**src/mies_pkg.sv**
```systemverilog
/*
 * Package for the instruction execution subset: opcodes, field
 * positions, register offsets and reset values.
 * Assumes a single 25 MHz core clock and an APB register port.
 */
package mies_pkg;
    // ==========================================================
    // Operation codes written by software into the command register
    typedef enum logic [3:0] {
        MIES_OP_NONE = 4'h0,
        MIES_OP_WDT_CLEAR = 4'h1,
        MIES_OP_DEC_ADJUST = 4'h2,
        MIES_OP_CPL_ACC = 4'h3,
        MIES_OP_DEC_ACC = 4'h4,
        MIES_OP_HALT = 4'h5,
        MIES_OP_RLC = 4'h6,
        MIES_OP_RRC = 4'h7,
        MIES_OP_RLCA = 4'h8,
        MIES_OP_RRCA = 4'h9,
        MIES_OP_MOV_A_M = 4'hA,
        MIES_OP_MOV_M_A = 4'hB,
        MIES_OP_OR_A_M = 4'hC,
        MIES_OP_ORM = 4'hD,
        MIES_OP_JMP = 4'hE,
        MIES_OP_RET = 4'hF
    } mies_op_t;

    // ==========================================================
    // Register byte offsets
    localparam logic [7:0] MIES_REG_CMD = 8'h00;
    localparam logic [7:0] MIES_REG_ACC = 8'h04;
    localparam logic [7:0] MIES_REG_MEM = 8'h08;
    localparam logic [7:0] MIES_REG_FLAGS = 8'h0C;
    localparam logic [7:0] MIES_REG_PC = 8'h10;
    localparam logic [7:0] MIES_REG_WDT = 8'h14;

    // Flag register bit positions
    localparam int MIES_F_C = 0;
    localparam int MIES_F_AC = 1;
    localparam int MIES_F_Z = 2;
    localparam int MIES_F_OV = 3;
    localparam int MIES_F_PDF = 4;
    localparam int MIES_F_TO = 5;

    // Field widths and reset values
    localparam int MIES_PC_W = 12;
    localparam int MIES_WDT_W = 16;
    localparam logic [7:0] MIES_ACC_RST = 8'h00;
    localparam logic [5:0] MIES_FLAGS_RST = 6'h00;
    localparam logic [MIES_PC_W-1:0] MIES_PC_RST = 12'h000;
    localparam logic [3:0] MIES_BCD_MAX = 4'h9;
    localparam logic [3:0] MIES_BCD_FIX = 4'h6;
endpackage

```
**src/mies_alu.sv**
```systemverilog
/*
 * Combinational execution unit for the instruction subset.
 * Assumes the caller registers every result and flag it uses.
 */
`timescale 1ns/1ns
module mies_alu
(
    // Operation and operands
    input wire mies_pkg::mies_op_t op,
    input wire logic [7:0] acc,
    input wire logic [7:0] mem,
    input wire logic carry_in,
    input wire logic aux_carry_flag,
    // Results
    output logic [7:0] result,
    output logic carry_out
);
    import mies_pkg::*;

    // ==========================================================
    // Decimal adjust per nibble
    logic nibble_carry;
    logic [3:0] lo_fix;
    logic [4:0] hi_sum;
    logic [3:0] hi_fix;
    logic hi_carry;

    // Low nibble is corrected first and hands its carry upward
    always_comb
    begin
        if (acc[3:0] > MIES_BCD_MAX || aux_carry_flag)
        begin
            {nibble_carry, lo_fix} = {1'b0, acc[3:0]} + {1'b0, MIES_BCD_FIX};
        end
        else
        begin
            nibble_carry = 1'b0;
            lo_fix = acc[3:0];
        end
        hi_sum = {1'b0, acc[7:4]} + {4'h0, nibble_carry};
        if (hi_sum > {1'b0, MIES_BCD_MAX} || carry_in)
        begin
            hi_fix = hi_sum[3:0] + MIES_BCD_FIX;
            hi_carry = 1'b1;
        end
        else
        begin
            hi_fix = hi_sum[3:0];
            hi_carry = 1'b0;
        end
    end

    // Result selection; carry passes through unless the op moves it
    always_comb
    begin
        result = acc;
        carry_out = carry_in;
        case (op)
            MIES_OP_DEC_ADJUST:
            begin
                result = {hi_fix, lo_fix};
                carry_out = hi_carry;
            end
            MIES_OP_CPL_ACC: result = ~mem;
            MIES_OP_DEC_ACC: result = mem - 8'h01;
            MIES_OP_RLC, MIES_OP_RLCA:
            begin
                result = {mem[6:0], carry_in};
                carry_out = mem[7];
            end
            MIES_OP_RRC, MIES_OP_RRCA:
            begin
                result = {carry_in, mem[7:1]};
                carry_out = mem[0];
            end
            MIES_OP_MOV_A_M: result = mem;
            MIES_OP_MOV_M_A: result = acc;
            MIES_OP_OR_A_M, MIES_OP_ORM: result = acc | mem;
            default: result = acc;
        endcase
    end
endmodule

```
**src/mies_core.sv**
```systemverilog
/*
 * Execution core for a subset of an 8-bit controller instruction set,
 * with accumulator, one data memory byte, flags, program counter,
 * a one-deep return stack and watchdog count, all reached over APB.
 * Assumes one 25 MHz clock and an APB master with 32-bit data.
 */
// What this block does
// - Decimal adjust corrects both accumulator nibbles into packed BCD
// - Low nibble above nine or aux carry set adds six, else unchanged
// - High nibble plus carry above nine or carry set adds six, sets carry
// - Decimal adjust writes memory and alters only the carry flag
// - Complement puts the inverted memory byte in accumulator, memory unchanged
// - Decrement puts memory minus one in accumulator, memory unchanged
`timescale 1ns/1ns
module mies_core
(
    // Clock and reset
    input wire logic sys_clk,
    input wire logic rst_n,
    // APB slave
    input wire logic psel,
    input wire logic penable,
    input wire logic pwrite,
    input wire logic [7:0] paddr,
    input wire logic [31:0] pwdata,
    output logic [31:0] prdata,
    output logic pready,
    output logic pslverr,
    // Watchdog timeout event and oscillator control
    input wire logic wdt_timeout,
    output logic osc_stop
);
    import mies_pkg::*;

    // ==========================================================
    // Architectural state
    logic [7:0] acc;
    logic [7:0] mem;
    logic [5:0] flags;
    logic [MIES_PC_W-1:0] pc;
    logic [MIES_PC_W-1:0] ret_stack;
    logic [MIES_WDT_W-1:0] wdt_count;
    logic timeout_sync1;
    logic timeout_sync2;
    logic [7:0] alu_result;
    logic alu_carry;
    logic wr;
    logic exec;
    mies_op_t op;

    // Single-cycle access keeps the master simple; no wait states
    assign pready = 1'b1;
    assign wr = psel & penable & pwrite;
    assign exec = wr && paddr == MIES_REG_CMD;
    assign op = mies_op_t'(pwdata[3:0]);

    // Unmapped addresses answer with an error
    function automatic logic addr_ok(input logic [7:0] a);
        addr_ok = a == MIES_REG_CMD || a == MIES_REG_ACC || a == MIES_REG_MEM
            || a == MIES_REG_FLAGS || a == MIES_REG_PC || a == MIES_REG_WDT;
    endfunction

    assign pslverr = psel & penable & ~addr_ok(paddr);

    mies_alu u_alu
    (
        .op(op),
        .acc(acc),
        .mem(mem),
        .carry_in(flags[MIES_F_C]),
        .aux_carry_flag(flags[MIES_F_AC]),
        .result(alu_result),
        .carry_out(alu_carry)
    );

    // ==========================================================
    // Timeout input comes from the watchdog domain; resynchronise
    always_ff @(posedge sys_clk or negedge rst_n)
    begin
        if (!rst_n)
        begin
            timeout_sync1 <= 1'b0;
            timeout_sync2 <= 1'b0;
        end
        else
        begin
            timeout_sync1 <= wdt_timeout;
            timeout_sync2 <= timeout_sync1;
        end
    end

    // Accumulator: loaded by software or by accumulator-target ops
    always_ff @(posedge sys_clk or negedge rst_n)
    begin
        if (!rst_n)
            acc <= MIES_ACC_RST;
        else if (wr && paddr == MIES_REG_ACC)
            acc <= pwdata[7:0];
        else if (exec)
        begin
            case (op)
                MIES_OP_CPL_ACC, MIES_OP_DEC_ACC, MIES_OP_RLCA, MIES_OP_RRCA,
                MIES_OP_MOV_A_M, MIES_OP_OR_A_M:
                    acc <= alu_result;
                default: acc <= acc;
            endcase
        end
    end

    // Data memory byte: accumulator-target ops leave it untouched
    always_ff @(posedge sys_clk or negedge rst_n)
    begin
        if (!rst_n)
            mem <= MIES_ACC_RST;
        else if (wr && paddr == MIES_REG_MEM)
            mem <= pwdata[7:0];
        else if (exec)
        begin
            case (op)
                MIES_OP_DEC_ADJUST, MIES_OP_RLC, MIES_OP_RRC, MIES_OP_MOV_M_A,
                MIES_OP_ORM:
                    mem <= alu_result;
                default: mem <= mem;
            endcase
        end
    end

    // Flags; a timeout arriving with a clear still sets the flag
    always_ff @(posedge sys_clk or negedge rst_n)
    begin
        if (!rst_n)
            flags <= MIES_FLAGS_RST;
        else if (wr && paddr == MIES_REG_FLAGS)
            flags <= pwdata[5:0] | {timeout_sync2, 5'h00};
        else if (exec)
        begin
            case (op)
                MIES_OP_WDT_CLEAR:
                begin
                    flags[MIES_F_TO] <= timeout_sync2;
                    flags[MIES_F_PDF] <= 1'b0;
                end
                MIES_OP_HALT:
                begin
                    flags[MIES_F_TO] <= timeout_sync2;
                    flags[MIES_F_PDF] <= 1'b1;
                end
                MIES_OP_DEC_ADJUST, MIES_OP_RLC, MIES_OP_RRC, MIES_OP_RLCA,
                MIES_OP_RRCA:
                    flags[MIES_F_C] <= alu_carry;
                MIES_OP_OR_A_M, MIES_OP_ORM:
                    flags[MIES_F_Z] <= alu_result == 8'h00;
                default:
                    flags[MIES_F_TO] <= flags[MIES_F_TO] | timeout_sync2;
            endcase
            // A timeout event during any op still sets the flag; set beats clear
            if (timeout_sync2)
                flags[MIES_F_TO] <= 1'b1;
        end
        else if (timeout_sync2)
            flags[MIES_F_TO] <= 1'b1;
    end

    // Watchdog count runs while the oscillator is not stopped and is zeroed by the clear op
    always_ff @(posedge sys_clk or negedge rst_n)
    begin
        if (!rst_n)
            wdt_count <= '0;
        else if (exec && op == MIES_OP_WDT_CLEAR)
            wdt_count <= '0;
        else if (!osc_stop)
            wdt_count <= wdt_count + 1'b1;
    end

    // Halt stops the oscillator until reset or the next command write other than halt
    always_ff @(posedge sys_clk or negedge rst_n)
    begin
        if (!rst_n)
            osc_stop <= 1'b0;
        else if (exec && op == MIES_OP_HALT)
            osc_stop <= 1'b1;
        else if (exec)
            osc_stop <= 1'b0;
    end

    // Program counter: jump loads target, return pops the stack
    always_ff @(posedge sys_clk or negedge rst_n)
    begin
        if (!rst_n)
        begin
            pc <= MIES_PC_RST;
            ret_stack <= MIES_PC_RST;
        end
        else if (wr && paddr == MIES_REG_PC)
            ret_stack <= pwdata[MIES_PC_W-1:0];
        else if (exec && op == MIES_OP_JMP)
            pc <= pwdata[MIES_PC_W+3:4];
        else if (exec && op == MIES_OP_RET)
            pc <= ret_stack;
        else if (exec && op != MIES_OP_HALT)
            pc <= pc + 1'b1;
    end

    // Read data, registered from the setup phase
    always_ff @(posedge sys_clk or negedge rst_n)
    begin
        if (!rst_n)
            prdata <= '0;
        else if (psel && !penable && !pwrite)
        begin
            if (paddr == MIES_REG_ACC)
                prdata <= {24'h000000, acc};
            else if (paddr == MIES_REG_MEM)
                prdata <= {24'h000000, mem};
            else if (paddr == MIES_REG_FLAGS)
                prdata <= {26'h0000000, flags};
            else if (paddr == MIES_REG_PC)
                prdata <= {20'h00000, pc};
            else if (paddr == MIES_REG_WDT)
                prdata <= {16'h0000, wdt_count};
            else
                prdata <= '0;
        end
    end
endmodule

```
**config.mk**
```make
export PLATFORM = sky130hd
export DESIGN_NAME = mies_core
export DESIGN_NICKNAME = d
export VERILOG_FILES = /design/src/mies_pkg.sv /design/src/mies_alu.sv /design/src/mies_core.sv
export SDC_FILE = /design/constraint.sdc
export NUM_CORES = 1
export LEC_CHECK = 0
export BUFFER_PORTS_ARGS = -buffer_cell sky130_fd_sc_hd__buf_2
export CAP_MARGIN = 0
export CELL_PAD_IN_SITES_DETAIL_PLACEMENT = 2
export CELL_PAD_IN_SITES_GLOBAL_PLACEMENT = 2
export CORE_AREA = 2 2 124 126
export DETAILED_ROUTE_END_ITERATION = 10
export DIE_AREA = 0 0 126 128
export GPL_TIMING_DRIVEN = 1
export PLACE_DENSITY = 0.95
export SYNTH_ARGS = -nofsm -noshare
export SYNTH_HDL_FRONTEND = slang
export SYNTH_SLANG_ARGS = --single-unit
```
**constraint.sdc**
```tcl
create_clock -name sys_clk -period 7.21 [get_ports sys_clk]
set_clock_uncertainty 0.1 [all_clocks]
set_input_delay 0.721 -clock sys_clk [delete_from_list [all_inputs] [get_ports sys_clk]]
set_output_delay 0.721 -clock sys_clk [all_outputs]
set_load 0.03 [all_outputs]
```
* After elaboration in Yosys (flattened, before gate mapping) *
Cells that the tools add are included.

storage, ports and cells
  register bits = 97
  latch bits = 0
  memory bits (writable) = 0
  ROM bits = 0
  output and inout bits = 35
  word-level logic and storage cells = 141
  memories = 0

operators by class
  add/sub/neg operators = 6
  $mul = 0
  div/mod/pow operators = 0
  $lt $le $gt $ge = 2
  eq/ne operators = 23
  shift-type cells = 0
  muxes and demuxes = 37
  bitwise operators = 9
  reduce and logical (&&, ||, !) cells = 50

operator list
  operator               number
  $mux 16                7
  $pmux 8 s7             1
  $mux 8                 6
  $mux 12                3
  $eq 4x4->1 const B     8
  $add 16x1->16 const B  1
  $eq 4x3->1 const B     4
  $eq 8x4->1 const B     2
  $eq 8x5->1 const B     2
  $logic_not 8->1        2
  $reduce_bool 2->1      8
  $mux 1                 14
  $add 12x1->12 const B  1
  $logic_and 1x1->1      12
  $reduce_and 2->1       6
  $reduce_or 5->1        2
  $reduce_bool 3->1      3
  $eq 4x2->1 const B     2
  $eq 8x3->1 const B     1
  $mux 4                 2
  $not 8->8              1
  $or 8x8->8             1
  $reduce_or 2->1        4
  $sub 8x1->8 const B    1
  other kinds (22)       33

* Depth between registers and ports, before layout *
Gate-level depths: netlist (run 1).

  depth in word-level cells = 12
  mapped depth = 11
  gate-level depth less buffers = 10

* Cells and area by module *
A second synthesis (run 1) with hierarchy kept.

second synthesis, totals
  cells, all modules = 669
  area, all modules = 5770.5 µm²

by module, submodules not included
  module     times used  cells each  area an instance (µm²)  seq. area each (µm²)
  mies_core  1           456         4449.3                  2026.9
  mies_alu   1           213         1321.3                  0.0

* Least setup slack after synthesis (run 1) *
Ideal clock, no wire load.

  kind = register to register
  from = register acc[1]
  to = register flags[2]
  arrival = 2527 ps
  data required time = 6990 ps
  setup slack = 4463 ps
  stages on the path, launching flop included = 12
  buffers on the path = 1
  period minus slack after synthesis = 2747 ps
  path through = dfrtp_1 clkbuf_1 o21a_1 ha_1 ha_1 o21ai_0 nand2b_1 a31o_2 mux2_2 o21ai_0 o21ai_0 a31o_1

between the ends
  cells in the longest elaborated chain, start to end = 12

RTL lines
  what                            line              RTL
  start: declaration              mies_core.sv:37   logic [7:0] acc;
  start signal: assignment        mies_core.sv:98   acc <= pwdata[7:0];
  start signal: assignment        mies_core.sv:104  acc <= alu_result;
  $gt 4x4->1                      mies_alu.sv:31    if (acc[3:0] > MIES_BCD_MAX || aux_carry_flag)
  $logic_or 1x1->1                mies_alu.sv:31
  $mux 1                          mies_alu.sv:31
  $add 4x1->5                     mies_alu.sv:40    hi_sum = {1'b0, acc[7:4]} + {4'h0, nibble_carry};
  $gt 5x4->1                      mies_alu.sv:41    if (hi_sum > {1'b0, MIES_BCD_MAX} || carry_in)
  $logic_or 1x1->1                mies_alu.sv:41
  $mux 4                          mies_alu.sv:41
  $pmux 8 s7 *                    mies_alu.sv:58    case (op)
  $logic_not 8->1 *               mies_core.sv:152  flags[MIES_F_Z] <= alu_result == 8'h00;
  $mux 1 *                        mies_core.sv:137  case (op)
  $mux 1 *                        mies_core.sv:135  else if (exec)
  $mux 1 *                        mies_core.sv:133  else if (wr && paddr == MIES_REG_FLAGS)
  end signal: assignment          mies_core.sv:134  flags <= pwdata[5:0] | {timeout_sync2, 5'h00};
  end signal: indexed assignment  mies_core.sv:140  flags[MIES_F_TO] <= timeout_sync2;
  end signal: indexed assignment  mies_core.sv:154  flags[MIES_F_TO] <= flags[MIES_F_TO] | timeout_sync2;
  end: declaration                mies_core.sv:39   logic [5:0] flags;

Mark *: on every way between the ends. The rest lies on a longest branch, timed or not. The select of a mux whose other input is x is not followed.
A chain may end at the register's enable or synchronous reset.

* Final worst setup path (run 1) *
Same ends and word-level chain as after synthesis.

==> impl_metrics.xml, run 1 <==
<?xml version="1.0" encoding="UTF-8"?>
<metrics>
  <group name="worst_setup_path">
    <metric name="r2r-end" unit="">flags[2]</metric>
    <metric name="path_cells" unit="">o21a_1 -&gt; ha_1 -&gt; ha_1 -&gt; o21ai_0 -&gt; nand2b_1 -&gt; a31o_2 -&gt; mux2_2 -&gt; o21ai_0 -&gt; o21ai_0 -&gt; a31o_1</metric>
    <metric name="worstPathBufferInverterCount" unit="">0</metric>
    <metric name="crit_top_cell" unit="">sky130_fd_sc_hd__o21ai_0</metric>
    <metric name="type_of_the_setup_path_with_the_least_slack" unit="">reg -&gt; reg</metric>
    <metric name="critPathSlowestCell" unit="">sky130_fd_sc_hd__dfrtp_1</metric>
    <metric name="timing.rr.start" unit="">acc[1]</metric>
    <metric name="critical_path.max_fanout" unit="">9</metric>
    <metric name="cp-start-kind" unit="">register</metric>
    <metric name="nature_of_the_critical_path_endpoint" unit="">register</metric>
    <metric name="reg2regPathDepth" unit="">10</metric>
    <metric name="ff2ff_setup_slack" unit="ns">3.58</metric>
    <metric name="worstPathRequired" unit="ns">7.34</metric>
    <metric name="timing.critical_path.max_delay_family" unit="">compound AO/OA/AOI/OAI gates</metric>
    <metric name="max_stage_delay" unit="ns">0.54</metric>
    <metric name="worst_ep_arrival_time" unit="ns">3.77</metric>
  </group>
  <group name="synthesis">
    <metric name="mappedNetlistArea" unit="µm²">5550</metric>
    <metric name="most_common_cell_in_the_synthesized_netlist" unit="">sky130_fd_sc_hd__dfrtp_1</metric>
    <metric name="postSynthCellCount" unit="">646</metric>
    <metric name="synth_cell_types" unit="">71</metric>
    <metric name="post_synth_mux_area_share" unit="">0.0883</metric>
    <metric name="yosys-top-cells-count" unit="">sky130_fd_sc_hd__dfrtp_1, sky130_fd_sc_hd__nand2_1, sky130_fd_sc_hd__nor2_1, sky130_fd_sc_hd__o21ai_0, sky130_fd_sc_hd__a21oi_1</metric>
    <metric name="post_synthesis_register_bit_count" unit="">81</metric>
    <metric name="synthTopCellsByArea" unit="">sky130_fd_sc_hd__dfrtp_1, sky130_fd_sc_hd__mux2_2, sky130_fd_sc_hd__o21ai_0</metric>
    <metric name="synth-async-reset-ratio" unit="">1.00</metric>
    <metric name="xor_and_xnor_area_share_after_synthesis" unit="">0.0300</metric>
    <metric name="synth_compound_area_frac" unit="">0.208</metric>
    <metric name="synth_edf_count" unit="">0</metric>
    <metric name="postSynthAreaPerCell" unit="µm²">8.60</metric>
    <metric name="synth_simple_gate_area_frac" unit="">0.216</metric>
    <metric name="ys_dominant_reg_cell" unit="">sky130_fd_sc_hd__dfrtp_1</metric>
    <metric name="ys_seq_area_frac" unit="">0.365</metric>
    <metric name="main_combinational_cell_family_by_area_after_synthesis" unit="">simple AND/OR/NAND/NOR gates</metric>
    <metric name="synthAdderAreaFrac" unit="">0.0158</metric>
    <metric name="yosysTopAreaCellShare" unit="">0.365</metric>
    <metric name="ys_warn_count" unit="">0</metric>
    <metric name="yosys.area.top_type" unit="">sky130_fd_sc_hd__dfrtp_1</metric>
  </group>
  <group name="place">
    <metric name="dp.final_hpwl" unit="µm">14800</metric>
    <metric name="finalWeightedCongestion" unit="">0.921</metric>
    <metric name="port-buffer-count" unit="">47</metric>
  </group>
  <group name="timing">
    <metric name="finalWorstPathRequiredPeriod" unit="ns">3.63</metric>
    <metric name="setup_viol" unit="">0</metric>
    <metric name="hold_ws" unit="ns">0.255</metric>
    <metric name="maxSlewHeadroom" unit="">0.257</metric>
    <metric name="tns" unit="ns">0</metric>
    <metric name="finalMaxSlewViolations" unit="">0</metric>
    <metric name="max_freq" unit="MHz">275</metric>
    <metric name="tightest_slew" unit="ns">1.11</metric>
    <metric name="setup_repair_after_global_routing_missed_its_margin" unit="">false</metric>
    <metric name="report.final.hold_viol_count" unit="">0</metric>
    <metric name="min_period_over_period" unit="">0.504</metric>
  </group>
  <group name="clocking">
    <metric name="clock-root-buffer" unit="">sky130_fd_sc_hd__clkbuf_16</metric>
    <metric name="ctsResizeCount" unit="">0</metric>
    <metric name="tritoncts.num_buffers" unit="">9</metric>
    <metric name="clk_latency" unit="ns">0.35</metric>
    <metric name="post_cts.repair.setup_buffers" unit="">0</metric>
    <metric name="clock_sinks" unit="">81</metric>
    <metric name="cts_tree" unit="">done</metric>
    <metric name="cts.path.max_buffers" unit="">2</metric>
    <metric name="hold_bufs_at_cts" unit="">0</metric>
    <metric name="ctsHtreeMaxLevel" unit="">3</metric>
    <metric name="worst_setup_hold_path_clk_slew" unit="ns">0.06</metric>
  </group>
  <group name="routing">
    <metric name="routed-wl-met3" unit="µm">1360</metric>
    <metric name="detail_route.vias_per_cell" unit="">6.38</metric>
    <metric name="postRouteWirelength" unit="µm">21200</metric>
    <metric name="firstDrtPassIters" unit="">5</metric>
    <metric name="vias" unit="">5389</metric>
    <metric name="drt-met1-wl" unit="µm">8690</metric>
    <metric name="wl_met2" unit="µm">10300</metric>
    <metric name="starting_drc_count_in_detailed_routing" unit="">598</metric>
    <metric name="topRoutingLayerUsed" unit="">met4</metric>
    <metric name="avgRoutedWirePerCell" unit="µm">25.1</metric>
    <metric name="post-route-drc-count" unit="">0</metric>
    <metric name="final_antenna_net_count" unit="">0</metric>
  </group>
  <group name="global_route">
    <metric name="grt_start_max_net_pins" unit="">82</metric>
    <metric name="global_route.usage.total" unit="">0.264</metric>
    <metric name="wire_length_of_the_first_global_routing_pass" unit="µm">33200</metric>
    <metric name="gr_overflow_total" unit="">0</metric>
    <metric name="antenna_violations_before_repair" unit="">0</metric>
    <metric name="number_of_global_route_vias_before_repair" unit="">5773</metric>
  </group>
  <group name="floorplanning">
    <metric name="top_level_ports" unit="">81</metric>
    <metric name="die-area" unit="µm²">16100</metric>
    <metric name="core.rowCount" unit="">45</metric>
    <metric name="fp.dieW" unit="µm">126</metric>
    <metric name="initial_cell_density_of_the_core" unit="">0.374</metric>
    <metric name="floorplan.die.height" unit="µm">128</metric>
    <metric name="core_box_area" unit="µm²">14900</metric>
  </group>
  <group name="worst_hold_path">
    <metric name="holdCritStartpoint" unit="">timeout_sync1</metric>
    <metric name="whs_endpoint" unit="">timeout_sync2</metric>
    <metric name="hold_class" unit="">reg -&gt; reg</metric>
    <metric name="hold_path_depth" unit="">0</metric>
  </group>
  <group name="status">
    <metric name="run_status" unit="">complete, no violations</metric>
  </group>
  <group name="final_layout">
    <metric name="area.growth.synth_to_final" unit="%">7.80</metric>
    <metric name="antenna_cells" unit="">0</metric>
    <metric name="nets" unit="">705</metric>
    <metric name="final_layout_size_suffix_gt1_frac" unit="">0.174</metric>
    <metric name="final_core_util" unit="">0.403</metric>
  </group>
  <group name="pwr">
    <metric name="worst_ir_drop_vdd" unit="mV">0.115</metric>
    <metric name="total_leakage_power" unit="nW">2.58</metric>
    <metric name="power_density" unit="nW/µm²">194</metric>
  </group>
  <group name="job">
    <metric name="max_cap_viol_count" unit="">0</metric>
  </group>
</metrics>
[final cells by class]
class                           instances  area [µm²]
Fill cell                            1676        8880
Timing Repair Buffer                   47         238
Sequential cell                        81        2030
Tap cell                              188         235
Multi-Input combinational cell        501        3160
Clock inverter                          7        53.8
Clock buffer                            9         225
Inverter                               12        45.0
[layer usage]
metal | global-route usage | vias up
met3 | 0.0555 | 85
met1 | 0.331 | 2739
li1 | - | 2305
met4 | 0.114 | 0
met5 | 0 | -
met2 | 0.441 | 260
[worst max-delay path by stage]
stage              start        to  cells past startpoint
2_1_floorplan     acc[1]  flags[2]                     11
3_3_place_gp   pwdata[0]  flags[2]                      8
3_5_place_dp   pwdata[0]  flags[2]                      8
4_1_cts           acc[1]  flags[2]                     10
5_1_grt           acc[1]  flags[2]                     10
6_report          acc[1]  flags[2]                     10
[cell usage in the layout (no fill, tap or decap), types with 3 or more instances in the layout]
master,n
sky130_fd_sc_hd__ha_1,7
sky130_fd_sc_hd__nand2_1,67
sky130_fd_sc_hd__nor2b_1,11
sky130_fd_sc_hd__o21a_1,3
sky130_fd_sc_hd__inv_1,11
sky130_fd_sc_hd__nor2_1,56
sky130_fd_sc_hd__nand3_1,22
sky130_fd_sc_hd__a21oi_1,37
sky130_fd_sc_hd__o211ai_1,7
sky130_fd_sc_hd__nor4_1,3
sky130_fd_sc_hd__buf_2,46
sky130_fd_sc_hd__nor3_1,14
sky130_fd_sc_hd__o22ai_1,7
sky130_fd_sc_hd__a221oi_1,3
sky130_fd_sc_hd__nand2b_1,8
sky130_fd_sc_hd__o21ai_0,52
sky130_fd_sc_hd__a22o_1,5
sky130_fd_sc_hd__o31ai_1,4
sky130_fd_sc_hd__a22oi_1,16
sky130_fd_sc_hd__nand4_1,6
sky130_fd_sc_hd__and3_1,12
sky130_fd_sc_hd__a31oi_1,3
sky130_fd_sc_hd__clkinvlp_4,3
sky130_fd_sc_hd__conb_1,17
sky130_fd_sc_hd__or3_1,3
sky130_fd_sc_hd__nor3b_1,3
sky130_fd_sc_hd__and2_1,9
sky130_fd_sc_hd__mux2_2,30
sky130_fd_sc_hd__mux2i_1,13
sky130_fd_sc_hd__xnor2_1,6
sky130_fd_sc_hd__xor2_1,13
sky130_fd_sc_hd__o21ai_1,14
sky130_fd_sc_hd__clkbuf_16,9
sky130_fd_sc_hd__a222oi_1,7
sky130_fd_sc_hd__dfrtp_1,81
[per-stage QoR]
step	worst slack [ns]	instances	cell area (µm²)	total power, mW
after global placement	3.66	829	5710	0.690
after CTS	3.65	845	5990	1.16
after detailed placement	3.54	829	5710	0.715
after global routing	3.51	845	5990	1.20
after floorplan	4.46	661	5610	0.647
final	3.58	845	5990	1.16
[power by group]
part	switching, mW	internal [mW]	total [mW]
registers	0.0454	0.481	0.527
logic	0.128	0.0636	0.191
clock network	0.210	0.236	0.446
[kinds of logic (layout without fill, tap and decap cells)]
group / after synthesis / count (layout)
adders and majority gates: 7 / 7
and+or+nand+nor: 234 / 234
xor gates and xnor gates: 19 / 19
DFF: 81 / 81
buffers and inverters: 79 / 75
AOI/OAI and AO/OA: 180 / 180
other: 2 / 17
muxes: 44 / 44
[flip-flops by register name (all words and copies together), names as in the netlist]
| signal | flops |
|---|---|
| prdata | 16 |
| wdt_count | 16 |
| pc | 12 |
| ret_stack | 12 |
| acc | 8 |
| mem | 8 |
| flags | 6 |
| osc_stop | 1 |
| timeout_sync1 | 1 |
| timeout_sync2 | 1 |
Note: power is estimated with default switching activity, not from simulation.
==> run 2: changes to the inputs <==
ABC_AREA = 1   (was unset)
CORE_AREA = 2 2 139 141   (was 2 2 124 126)
DIE_AREA = 0 0 141 143   (was 0 0 126 128)
PLACE_DENSITY = 0.86   (was 0.95)
clock period = 3.1 ns   (was 7.21 ns; I/O delays follow)
==> run 2 against run 1 <==
  * Utilization shrank 7.1 points
  * First-iteration DRC count shrank 47%
  * Non-clock buffer count increased by 10
  * Synthesized cell count up 19%
  * Sequential cell count unchanged
  * Critical path depth up 4
  * Final cell count grew 25%
  * Largest power group is now clock
==> impl_metrics.xml, run 2 <==
<?xml version="1.0" encoding="UTF-8"?>
<metrics>
  <group name="synthesis">
    <metric name="ys_seq_area_frac" unit="">0.379</metric>
    <metric name="main_combinational_cell_family_by_area_after_synthesis" unit="">simple AND/OR/NAND/NOR gates</metric>
    <metric name="synth-async-reset-ratio" unit="">1.00</metric>
    <metric name="synth_edf_count" unit="">0</metric>
    <metric name="synth_cell_types" unit="">42</metric>
    <metric name="synth_compound_area_frac" unit="">0.168</metric>
    <metric name="yosysTopAreaCellShare" unit="">0.379</metric>
    <metric name="post_synthesis_register_bit_count" unit="">81</metric>
    <metric name="synthAdderAreaFrac" unit="">0.0164</metric>
    <metric name="synthTopCellsByArea" unit="">sky130_fd_sc_hd__dfrtp_1, sky130_fd_sc_hd__nand2_1, sky130_fd_sc_hd__inv_1</metric>
    <metric name="most_common_cell_in_the_synthesized_netlist" unit="">sky130_fd_sc_hd__nand2_1</metric>
    <metric name="xor_and_xnor_area_share_after_synthesis" unit="">0.0115</metric>
    <metric name="post_synth_mux_area_share" unit="">0.00421</metric>
    <metric name="postSynthCellCount" unit="">766</metric>
    <metric name="yosys-top-cells-count" unit="">sky130_fd_sc_hd__nand2_1, sky130_fd_sc_hd__inv_1, sky130_fd_sc_hd__dfrtp_1, sky130_fd_sc_hd__nor2_1, sky130_fd_sc_hd__o21ai_0</metric>
    <metric name="yosys.area.top_type" unit="">sky130_fd_sc_hd__dfrtp_1</metric>
    <metric name="postSynthAreaPerCell" unit="µm²">6.98</metric>
    <metric name="ys_warn_count" unit="">0</metric>
    <metric name="ys_dominant_reg_cell" unit="">sky130_fd_sc_hd__dfrtp_1</metric>
    <metric name="synth_simple_gate_area_frac" unit="">0.308</metric>
    <metric name="mappedNetlistArea" unit="µm²">5350</metric>
  </group>
  <group name="global_route">
    <metric name="gr_overflow_total" unit="">0</metric>
    <metric name="number_of_global_route_vias_before_repair" unit="">6182</metric>
    <metric name="global_route.usage.total" unit="">0.221</metric>
    <metric name="wire_length_of_the_first_global_routing_pass" unit="µm">34200</metric>
    <metric name="grt_start_max_net_pins" unit="">43</metric>
    <metric name="antenna_violations_before_repair" unit="">0</metric>
  </group>
  <group name="timing">
    <metric name="min_period_over_period" unit="">0.931</metric>
    <metric name="hold_ws" unit="ns">0.117</metric>
    <metric name="setup_repair_after_global_routing_missed_its_margin" unit="">false</metric>
    <metric name="finalMaxSlewViolations" unit="">0</metric>
    <metric name="tightest_slew" unit="ns">0.824</metric>
    <metric name="setup_viol" unit="">0</metric>
    <metric name="tns" unit="ns">0</metric>
    <metric name="finalWorstPathRequiredPeriod" unit="ns">2.89</metric>
    <metric name="max_freq" unit="MHz">346</metric>
    <metric name="report.final.hold_viol_count" unit="">0</metric>
    <metric name="maxSlewHeadroom" unit="">0.450</metric>
  </group>
  <group name="floorplanning">
    <metric name="floorplan.die.height" unit="µm">143</metric>
    <metric name="initial_cell_density_of_the_core" unit="">0.288</metric>
    <metric name="core.rowCount" unit="">50</metric>
    <metric name="die-area" unit="µm²">20200</metric>
    <metric name="fp.dieW" unit="µm">141</metric>
    <metric name="core_box_area" unit="µm²">18600</metric>
    <metric name="top_level_ports" unit="">81</metric>
  </group>
  <group name="pwr">
    <metric name="worst_ir_drop_vdd" unit="mV">0.306</metric>
    <metric name="report.power.total" unit="mW">2.76</metric>
    <metric name="power_density" unit="nW/µm²">447</metric>
    <metric name="total_leakage_power" unit="nW">3.19</metric>
  </group>
  <group name="final_layout">
    <metric name="top_regs" unit="">prdata: 16 flops, wdt_count: 16 flops</metric>
    <metric name="layout.cells.most_common" unit="">sky130_fd_sc_hd__nand2_1</metric>
    <metric name="final_core_util" unit="">0.332</metric>
    <metric name="antenna_cells" unit="">0</metric>
    <metric name="number_of_filler_cells_placed_in_the_layout" unit="">2201</metric>
    <metric name="nets" unit="">874</metric>
    <metric name="final_layout_size_suffix_gt1_frac" unit="">0.125</metric>
    <metric name="area.growth.synth_to_final" unit="%">15.2</metric>
    <metric name="finalInstanceArea" unit="µm²">6160</metric>
    <metric name="mostFrequentLayoutCells" unit="">sky130_fd_sc_hd__nand2_1, sky130_fd_sc_hd__inv_1, sky130_fd_sc_hd__dfrtp_1</metric>
  </group>
  <group name="worst_setup_path">
    <metric name="type_of_the_setup_path_with_the_least_slack" unit="">reg -&gt; reg</metric>
    <metric name="nature_of_the_critical_path_endpoint" unit="">register</metric>
    <metric name="worstPathRequired" unit="ns">3.26</metric>
    <metric name="cp-start-kind" unit="">register</metric>
    <metric name="worst_ep_arrival_time" unit="ns">3.04</metric>
    <metric name="critical_path.max_fanout" unit="">6</metric>
  </group>
  <group name="routing">
    <metric name="topRoutingLayerUsed" unit="">met4</metric>
    <metric name="drt-met1-wl" unit="µm">9490</metric>
    <metric name="wl_met2" unit="µm">10200</metric>
    <metric name="post-route-drc-count" unit="">0</metric>
    <metric name="firstDrtPassIters" unit="">5</metric>
    <metric name="avgRoutedWirePerCell" unit="µm">20.2</metric>
    <metric name="postRouteWirelength" unit="µm">21400</metric>
    <metric name="starting_drc_count_in_detailed_routing" unit="">316</metric>
    <metric name="detail_route.vias_per_cell" unit="">5.38</metric>
    <metric name="vias" unit="">5705</metric>
    <metric name="final_antenna_net_count" unit="">0</metric>
    <metric name="routed-wl-met3" unit="µm">951</metric>
  </group>
  <group name="clocking">
    <metric name="post_cts.repair.setup_buffers" unit="">0</metric>
    <metric name="clock-root-buffer" unit="">sky130_fd_sc_hd__clkbuf_16</metric>
    <metric name="tritoncts.num_buffers" unit="">9</metric>
    <metric name="clk_latency" unit="ns">0.36</metric>
    <metric name="worst_setup_hold_path_clk_slew" unit="ns">0.07</metric>
    <metric name="clock_sinks" unit="">81</metric>
    <metric name="ctsHtreeMaxLevel" unit="">3</metric>
    <metric name="cts_tree" unit="">done</metric>
    <metric name="cts.path.max_buffers" unit="">2</metric>
  </group>
  <group name="status">
    <metric name="run_status" unit="">complete, no violations</metric>
  </group>
  <group name="place">
    <metric name="dpl-instance-area" unit="µm²">5820</metric>
    <metric name="dp.final_hpwl" unit="µm">15900</metric>
    <metric name="port-buffer-count" unit="">47</metric>
    <metric name="finalWeightedCongestion" unit="">0.917</metric>
  </group>
  <group name="worst_hold_path">
    <metric name="hold_class" unit="">in -&gt; reg</metric>
  </group>
  <group name="job">
    <metric name="max_cap_viol_count" unit="">0</metric>
  </group>
</metrics>
## run 2: cell types whose count changed after synthesis, moves of 13 or more
| cell | delta |
|---|---|
| sky130_fd_sc_hd__buf_2 | -26 |
| sky130_fd_sc_hd__inv_1 | +89 |
| sky130_fd_sc_hd__mux2_2 | -28 |
| sky130_fd_sc_hd__mux2i_1 | -13 |
| sky130_fd_sc_hd__nand2_1 | +127 |
| sky130_fd_sc_hd__nand3_1 | +39 |
| sky130_fd_sc_hd__nor2_1 | +15 |
| sky130_fd_sc_hd__o21ai_1 | -13 |
| sky130_fd_sc_hd__o221ai_1 | +14 |
## run 2: cell families after synthesis
logic type,Yosys count
flops,81
xor+xnor,7
other cells,2
fa+ha+maj,7
simple gates,376
buf+inv,138
compound gates,153
mux,2
## run 2: area by class of cell
class	count	area (µm²)	share of cell area
well taps	234	293	0.0475
repair buffers	57	318	0.0516
multi-input cells	562	2790	0.452
flip-flops and latches	81	2030	0.329
inverters	110	415	0.0674
clock buffers	9	225	0.0365
clock inverters	7	100	0.0162
## run 2: worst paths after layout
check / startpoint / to / slack [ns] / cells after the start
max in group asynchronous: rst_n / wdt_count[14] / 1.77 / 3
max reg2reg: acc[1] / flags[2] / 0.21 / 14
min reg2reg: timeout_sync1 / timeout_sync2 / 0.25 / 0
min in group asynchronous: rst_n / ret_stack[9] / 0.41 / 2
min: pwdata[10] / ret_stack[10] / 0.12 / 2
max: acc[1] / flags[2] / 0.21 / 14
## run 2: repair_timing
action,CTS,global route
hold endpoints to repair,41,0
setup endpoints to repair,0,1
gates resized for setup,0,1
hold buffers,2,0
## run 2: layer usage
metal,GRT usage,vias up
met5,0,-
met4,0.0953,0
met3,0.0312,55
met2,0.374,176
met1,0.283,2871
li1,-,2603
## run 2: worst max-delay path: stages, from the launching register on
cell and delay (ns):
sky130_fd_sc_hd__dfrtp_1 0.44, sky130_fd_sc_hd__o21ai_1 0.26, sky130_fd_sc_hd__inv_1 0.12, sky130_fd_sc_hd__ha_1 0.25, sky130_fd_sc_hd__ha_1 0.32, sky130_fd_sc_hd__inv_1 0.08
sky130_fd_sc_hd__nand3_1 0.11, sky130_fd_sc_hd__nand2_1 0.11, sky130_fd_sc_hd__nand2_1 0.15, sky130_fd_sc_hd__nand2_1 0.08, sky130_fd_sc_hd__nand3_1 0.08, sky130_fd_sc_hd__nand3_1 0.17
sky130_fd_sc_hd__nand2_1 0.11, sky130_fd_sc_hd__nand3_1 0.14, sky130_fd_sc_hd__o21bai_1 0.26
## run 2: metrics by stage
stage / setup slack [ns] / instances
after floorplan: 0.778 / 781
after CTS: 0.107 / 1060
final: 0.213 / 1060
after detailed placement: 0.274 / 1042
after global routing: 0.0571 / 1060
after global placement: 0.405 / 1042
## run 2: report_power, final
part	total (mW)	internal, mW	switching, mW
Combinational	0.425	0.122	0.303
Sequential	1.12	1.09	0.0360
Clock	1.21	0.715	0.494
==> run 3: changes to the inputs <==
CORE_AREA = 2 2 137 139   (was 2 2 139 141)
CTS_BUF_LIST = sky130_fd_sc_hd__clkbuf_8   (was unset)
DIE_AREA = 0 0 139 141   (was 0 0 141 143)
PLACE_DENSITY = 0.88   (was 0.86)
==> run 3 against run 2 <==
  * Utilization shrank 0.12 points
  * Die area fell by 2.8%
  * Largest power group is now registers
  * Critical path type unchanged
  * Wire length shrank 2.8%
==> impl_metrics.xml, run 3 (synthesis results as in run 2) <==
<?xml version="1.0" encoding="UTF-8"?>
<metrics>
  <group name="worst_hold_path">
    <metric name="holdCritStartpoint" unit="">pwdata[11]</metric>
    <metric name="hold_path_depth" unit="">2</metric>
    <metric name="hold_class" unit="">in -&gt; reg</metric>
  </group>
  <group name="floorplanning">
    <metric name="die-area" unit="µm²">19600</metric>
    <metric name="core_box_area" unit="µm²">18300</metric>
    <metric name="floorplan.die.height" unit="µm">141</metric>
    <metric name="top_level_ports" unit="">81</metric>
    <metric name="initial_cell_density_of_the_core" unit="">0.293</metric>
    <metric name="core.rowCount" unit="">50</metric>
    <metric name="fp.dieW" unit="µm">139</metric>
  </group>
  <group name="final_layout">
    <metric name="antenna_cells" unit="">0</metric>
    <metric name="finalInstanceArea" unit="µm²">6040</metric>
    <metric name="nets" unit="">873</metric>
    <metric name="post_layout_nonfiller_instances" unit="">1059</metric>
    <metric name="layout.cells.most_common" unit="">sky130_fd_sc_hd__nand2_1</metric>
    <metric name="final_core_util" unit="">0.331</metric>
    <metric name="final_layout_size_suffix_gt1_frac" unit="">0.121</metric>
    <metric name="area.growth.synth_to_final" unit="%">12.9</metric>
    <metric name="mostFrequentLayoutCells" unit="">sky130_fd_sc_hd__nand2_1, sky130_fd_sc_hd__inv_1, sky130_fd_sc_hd__dfrtp_1</metric>
    <metric name="top_regs" unit="">prdata: 16 flops, wdt_count: 16 flops</metric>
  </group>
  <group name="place">
    <metric name="port-buffer-count" unit="">47</metric>
    <metric name="place.detailed.instances" unit="">1041</metric>
    <metric name="dp.final_hpwl" unit="µm">16200</metric>
    <metric name="finalWeightedCongestion" unit="">0.890</metric>
    <metric name="dpl-instance-area" unit="µm²">5810</metric>
  </group>
  <group name="timing">
    <metric name="report.final.hold_viol_count" unit="">0</metric>
    <metric name="tightest_slew" unit="ns">0.834</metric>
    <metric name="min_period_over_period" unit="">0.866</metric>
    <metric name="setup_repair_after_global_routing_missed_its_margin" unit="">false</metric>
    <metric name="maxSlewHeadroom" unit="">0.444</metric>
    <metric name="hold_ws" unit="ns">0.0943</metric>
    <metric name="setup_viol" unit="">0</metric>
    <metric name="finalMaxSlewViolations" unit="">0</metric>
    <metric name="tns" unit="ns">0</metric>
    <metric name="max_freq" unit="MHz">373</metric>
    <metric name="finalWorstPathRequiredPeriod" unit="ns">2.68</metric>
  </group>
  <group name="worst_setup_path">
    <metric name="worstPathBufferInverterCount" unit="">2</metric>
    <metric name="critical_path.max_fanout" unit="">6</metric>
    <metric name="worstPathRequired" unit="ns">3.27</metric>
    <metric name="critPathSlowestCell" unit="">sky130_fd_sc_hd__dfrtp_1</metric>
    <metric name="worst_ep_arrival_time" unit="ns">2.86</metric>
    <metric name="nature_of_the_critical_path_endpoint" unit="">register</metric>
    <metric name="type_of_the_setup_path_with_the_least_slack" unit="">reg -&gt; reg</metric>
    <metric name="max_stage_delay" unit="ns">0.46</metric>
    <metric name="cp-startpoint" unit="">acc[1]</metric>
    <metric name="timing.rr.start" unit="">acc[1]</metric>
    <metric name="cp-start-kind" unit="">register</metric>
    <metric name="timing.critical_path.max_delay_family" unit="">simple AND/OR/NAND/NOR gates</metric>
    <metric name="critical_path_cell_count" unit="">14</metric>
    <metric name="reg2regPathDepth" unit="">14</metric>
    <metric name="path_cells" unit="">o21ai_1 -&gt; inv_1 -&gt; ha_1 -&gt; ha_1 -&gt; inv_1 -&gt; nand3_1 -&gt; nand2_1 -&gt; nand2_1 -&gt; nand2_1 -&gt; nand3_1 -&gt; nand3_1 -&gt; nand2_1 -&gt; nand3_1 -&gt; o21bai_1</metric>
  </group>
  <group name="pwr">
    <metric name="power_density" unit="nW/µm²">397</metric>
    <metric name="worst_ir_drop_vdd" unit="mV">0.135</metric>
    <metric name="total_leakage_power" unit="nW">3.14</metric>
  </group>
  <group name="clocking">
    <metric name="cts_tree" unit="">done</metric>
    <metric name="clk_latency" unit="ns">0.39</metric>
    <metric name="clock-root-buffer" unit="">sky130_fd_sc_hd__clkbuf_8</metric>
    <metric name="worst_setup_hold_path_clk_slew" unit="ns">0.09</metric>
    <metric name="post_cts.repair.setup_buffers" unit="">0</metric>
    <metric name="clock_sinks" unit="">81</metric>
    <metric name="tritoncts.num_buffers" unit="">9</metric>
    <metric name="cts.path.max_buffers" unit="">2</metric>
    <metric name="ctsHtreeMaxLevel" unit="">3</metric>
  </group>
  <group name="routing">
    <metric name="postRouteWirelength" unit="µm">20800</metric>
    <metric name="final_antenna_net_count" unit="">0</metric>
    <metric name="detail_route.vias_per_cell" unit="">5.28</metric>
    <metric name="starting_drc_count_in_detailed_routing" unit="">215</metric>
    <metric name="firstDrtPassIters" unit="">5</metric>
    <metric name="vias" unit="">5595</metric>
    <metric name="post-route-drc-count" unit="">0</metric>
    <metric name="avgRoutedWirePerCell" unit="µm">19.7</metric>
  </group>
  <group name="global_route">
    <metric name="wire_length_of_the_first_global_routing_pass" unit="µm">33600</metric>
    <metric name="global_route.usage.total" unit="">0.218</metric>
    <metric name="antenna_violations_before_repair" unit="">0</metric>
    <metric name="gr_overflow_total" unit="">0</metric>
    <metric name="number_of_global_route_vias_before_repair" unit="">6115</metric>
    <metric name="grt_start_max_net_pins" unit="">61</metric>
  </group>
  <group name="status">
    <metric name="run_status" unit="">complete, no violations</metric>
  </group>
  <group name="job">
    <metric name="max_cap_viol_count" unit="">0</metric>
  </group>
</metrics>
run 3: path summary, 6_finish.rpt:
path	end	slack [ns]
setup / recovery	flags[2]	0.42
hold / removal	ret_stack[11]	0.09
setup reg to reg	flags[2]	0.42
hold reg to reg	timeout_sync2	0.26
max in group asynchronous	prdata[8]	1.71
min in group asynchronous	ret_stack[8]	0.46
run 3: routing by layer:
| metal | wire [µm] | share of wire | global-route usage | vias up |
|---|---|---|---|---|
| li1 | - | - | - | 2602 |
| met1 | 9410 | 0.45 | 0.284 | 2838 |
| met2 | 10300 | 0.50 | 0.382 | 124 |
| met3 | 733 | 0.035 | 0.0302 | 31 |
| met4 | 359 | 0.017 | 0.0585 | 0 |
| met5 | 0 | 0 | 0 | - |
run 3: repair_timing:
item | CTS | global route
endpoints found under the setup margin | 0 | 1
hold buffers | 2 | 0
gates resized for setup | 0 | 1
hold endpoints to repair | 59 | 0
run 3: power by group:
part | internal (mW) | switching, mW | leakage, nW
registers | 1.09 | 0.0366 | 0.934
clock network | 0.432 | 0.425 | 0.115
logic | 0.123 | 0.297 | 2.09
run 3: through the flow:
stage / power [mW] / setup slack (ns)
6_report: 2.40 / 0.417
5_1_grt: 2.51 / 0.135
4_1_cts: 2.42 / 0.257
3_5_place_dp: 1.56 / 0.287
3_3_place_gp: 1.53 / 0.432
2_1_floorplan: 1.42 / 0.778
run 3: area by class of cell:
| class | count | area, µm² |
|---|---|---|
| flip-flops and latches | 81 | 2030 |
| clock buffers | 12 | 165 |
| fillers | 2226 | 12200 |
| inverters | 110 | 415 |
| clock inverters | 4 | 42.5 |
| repair buffers | 56 | 310 |
| well taps | 234 | 293 |
| multi-input cells | 562 | 2790 |
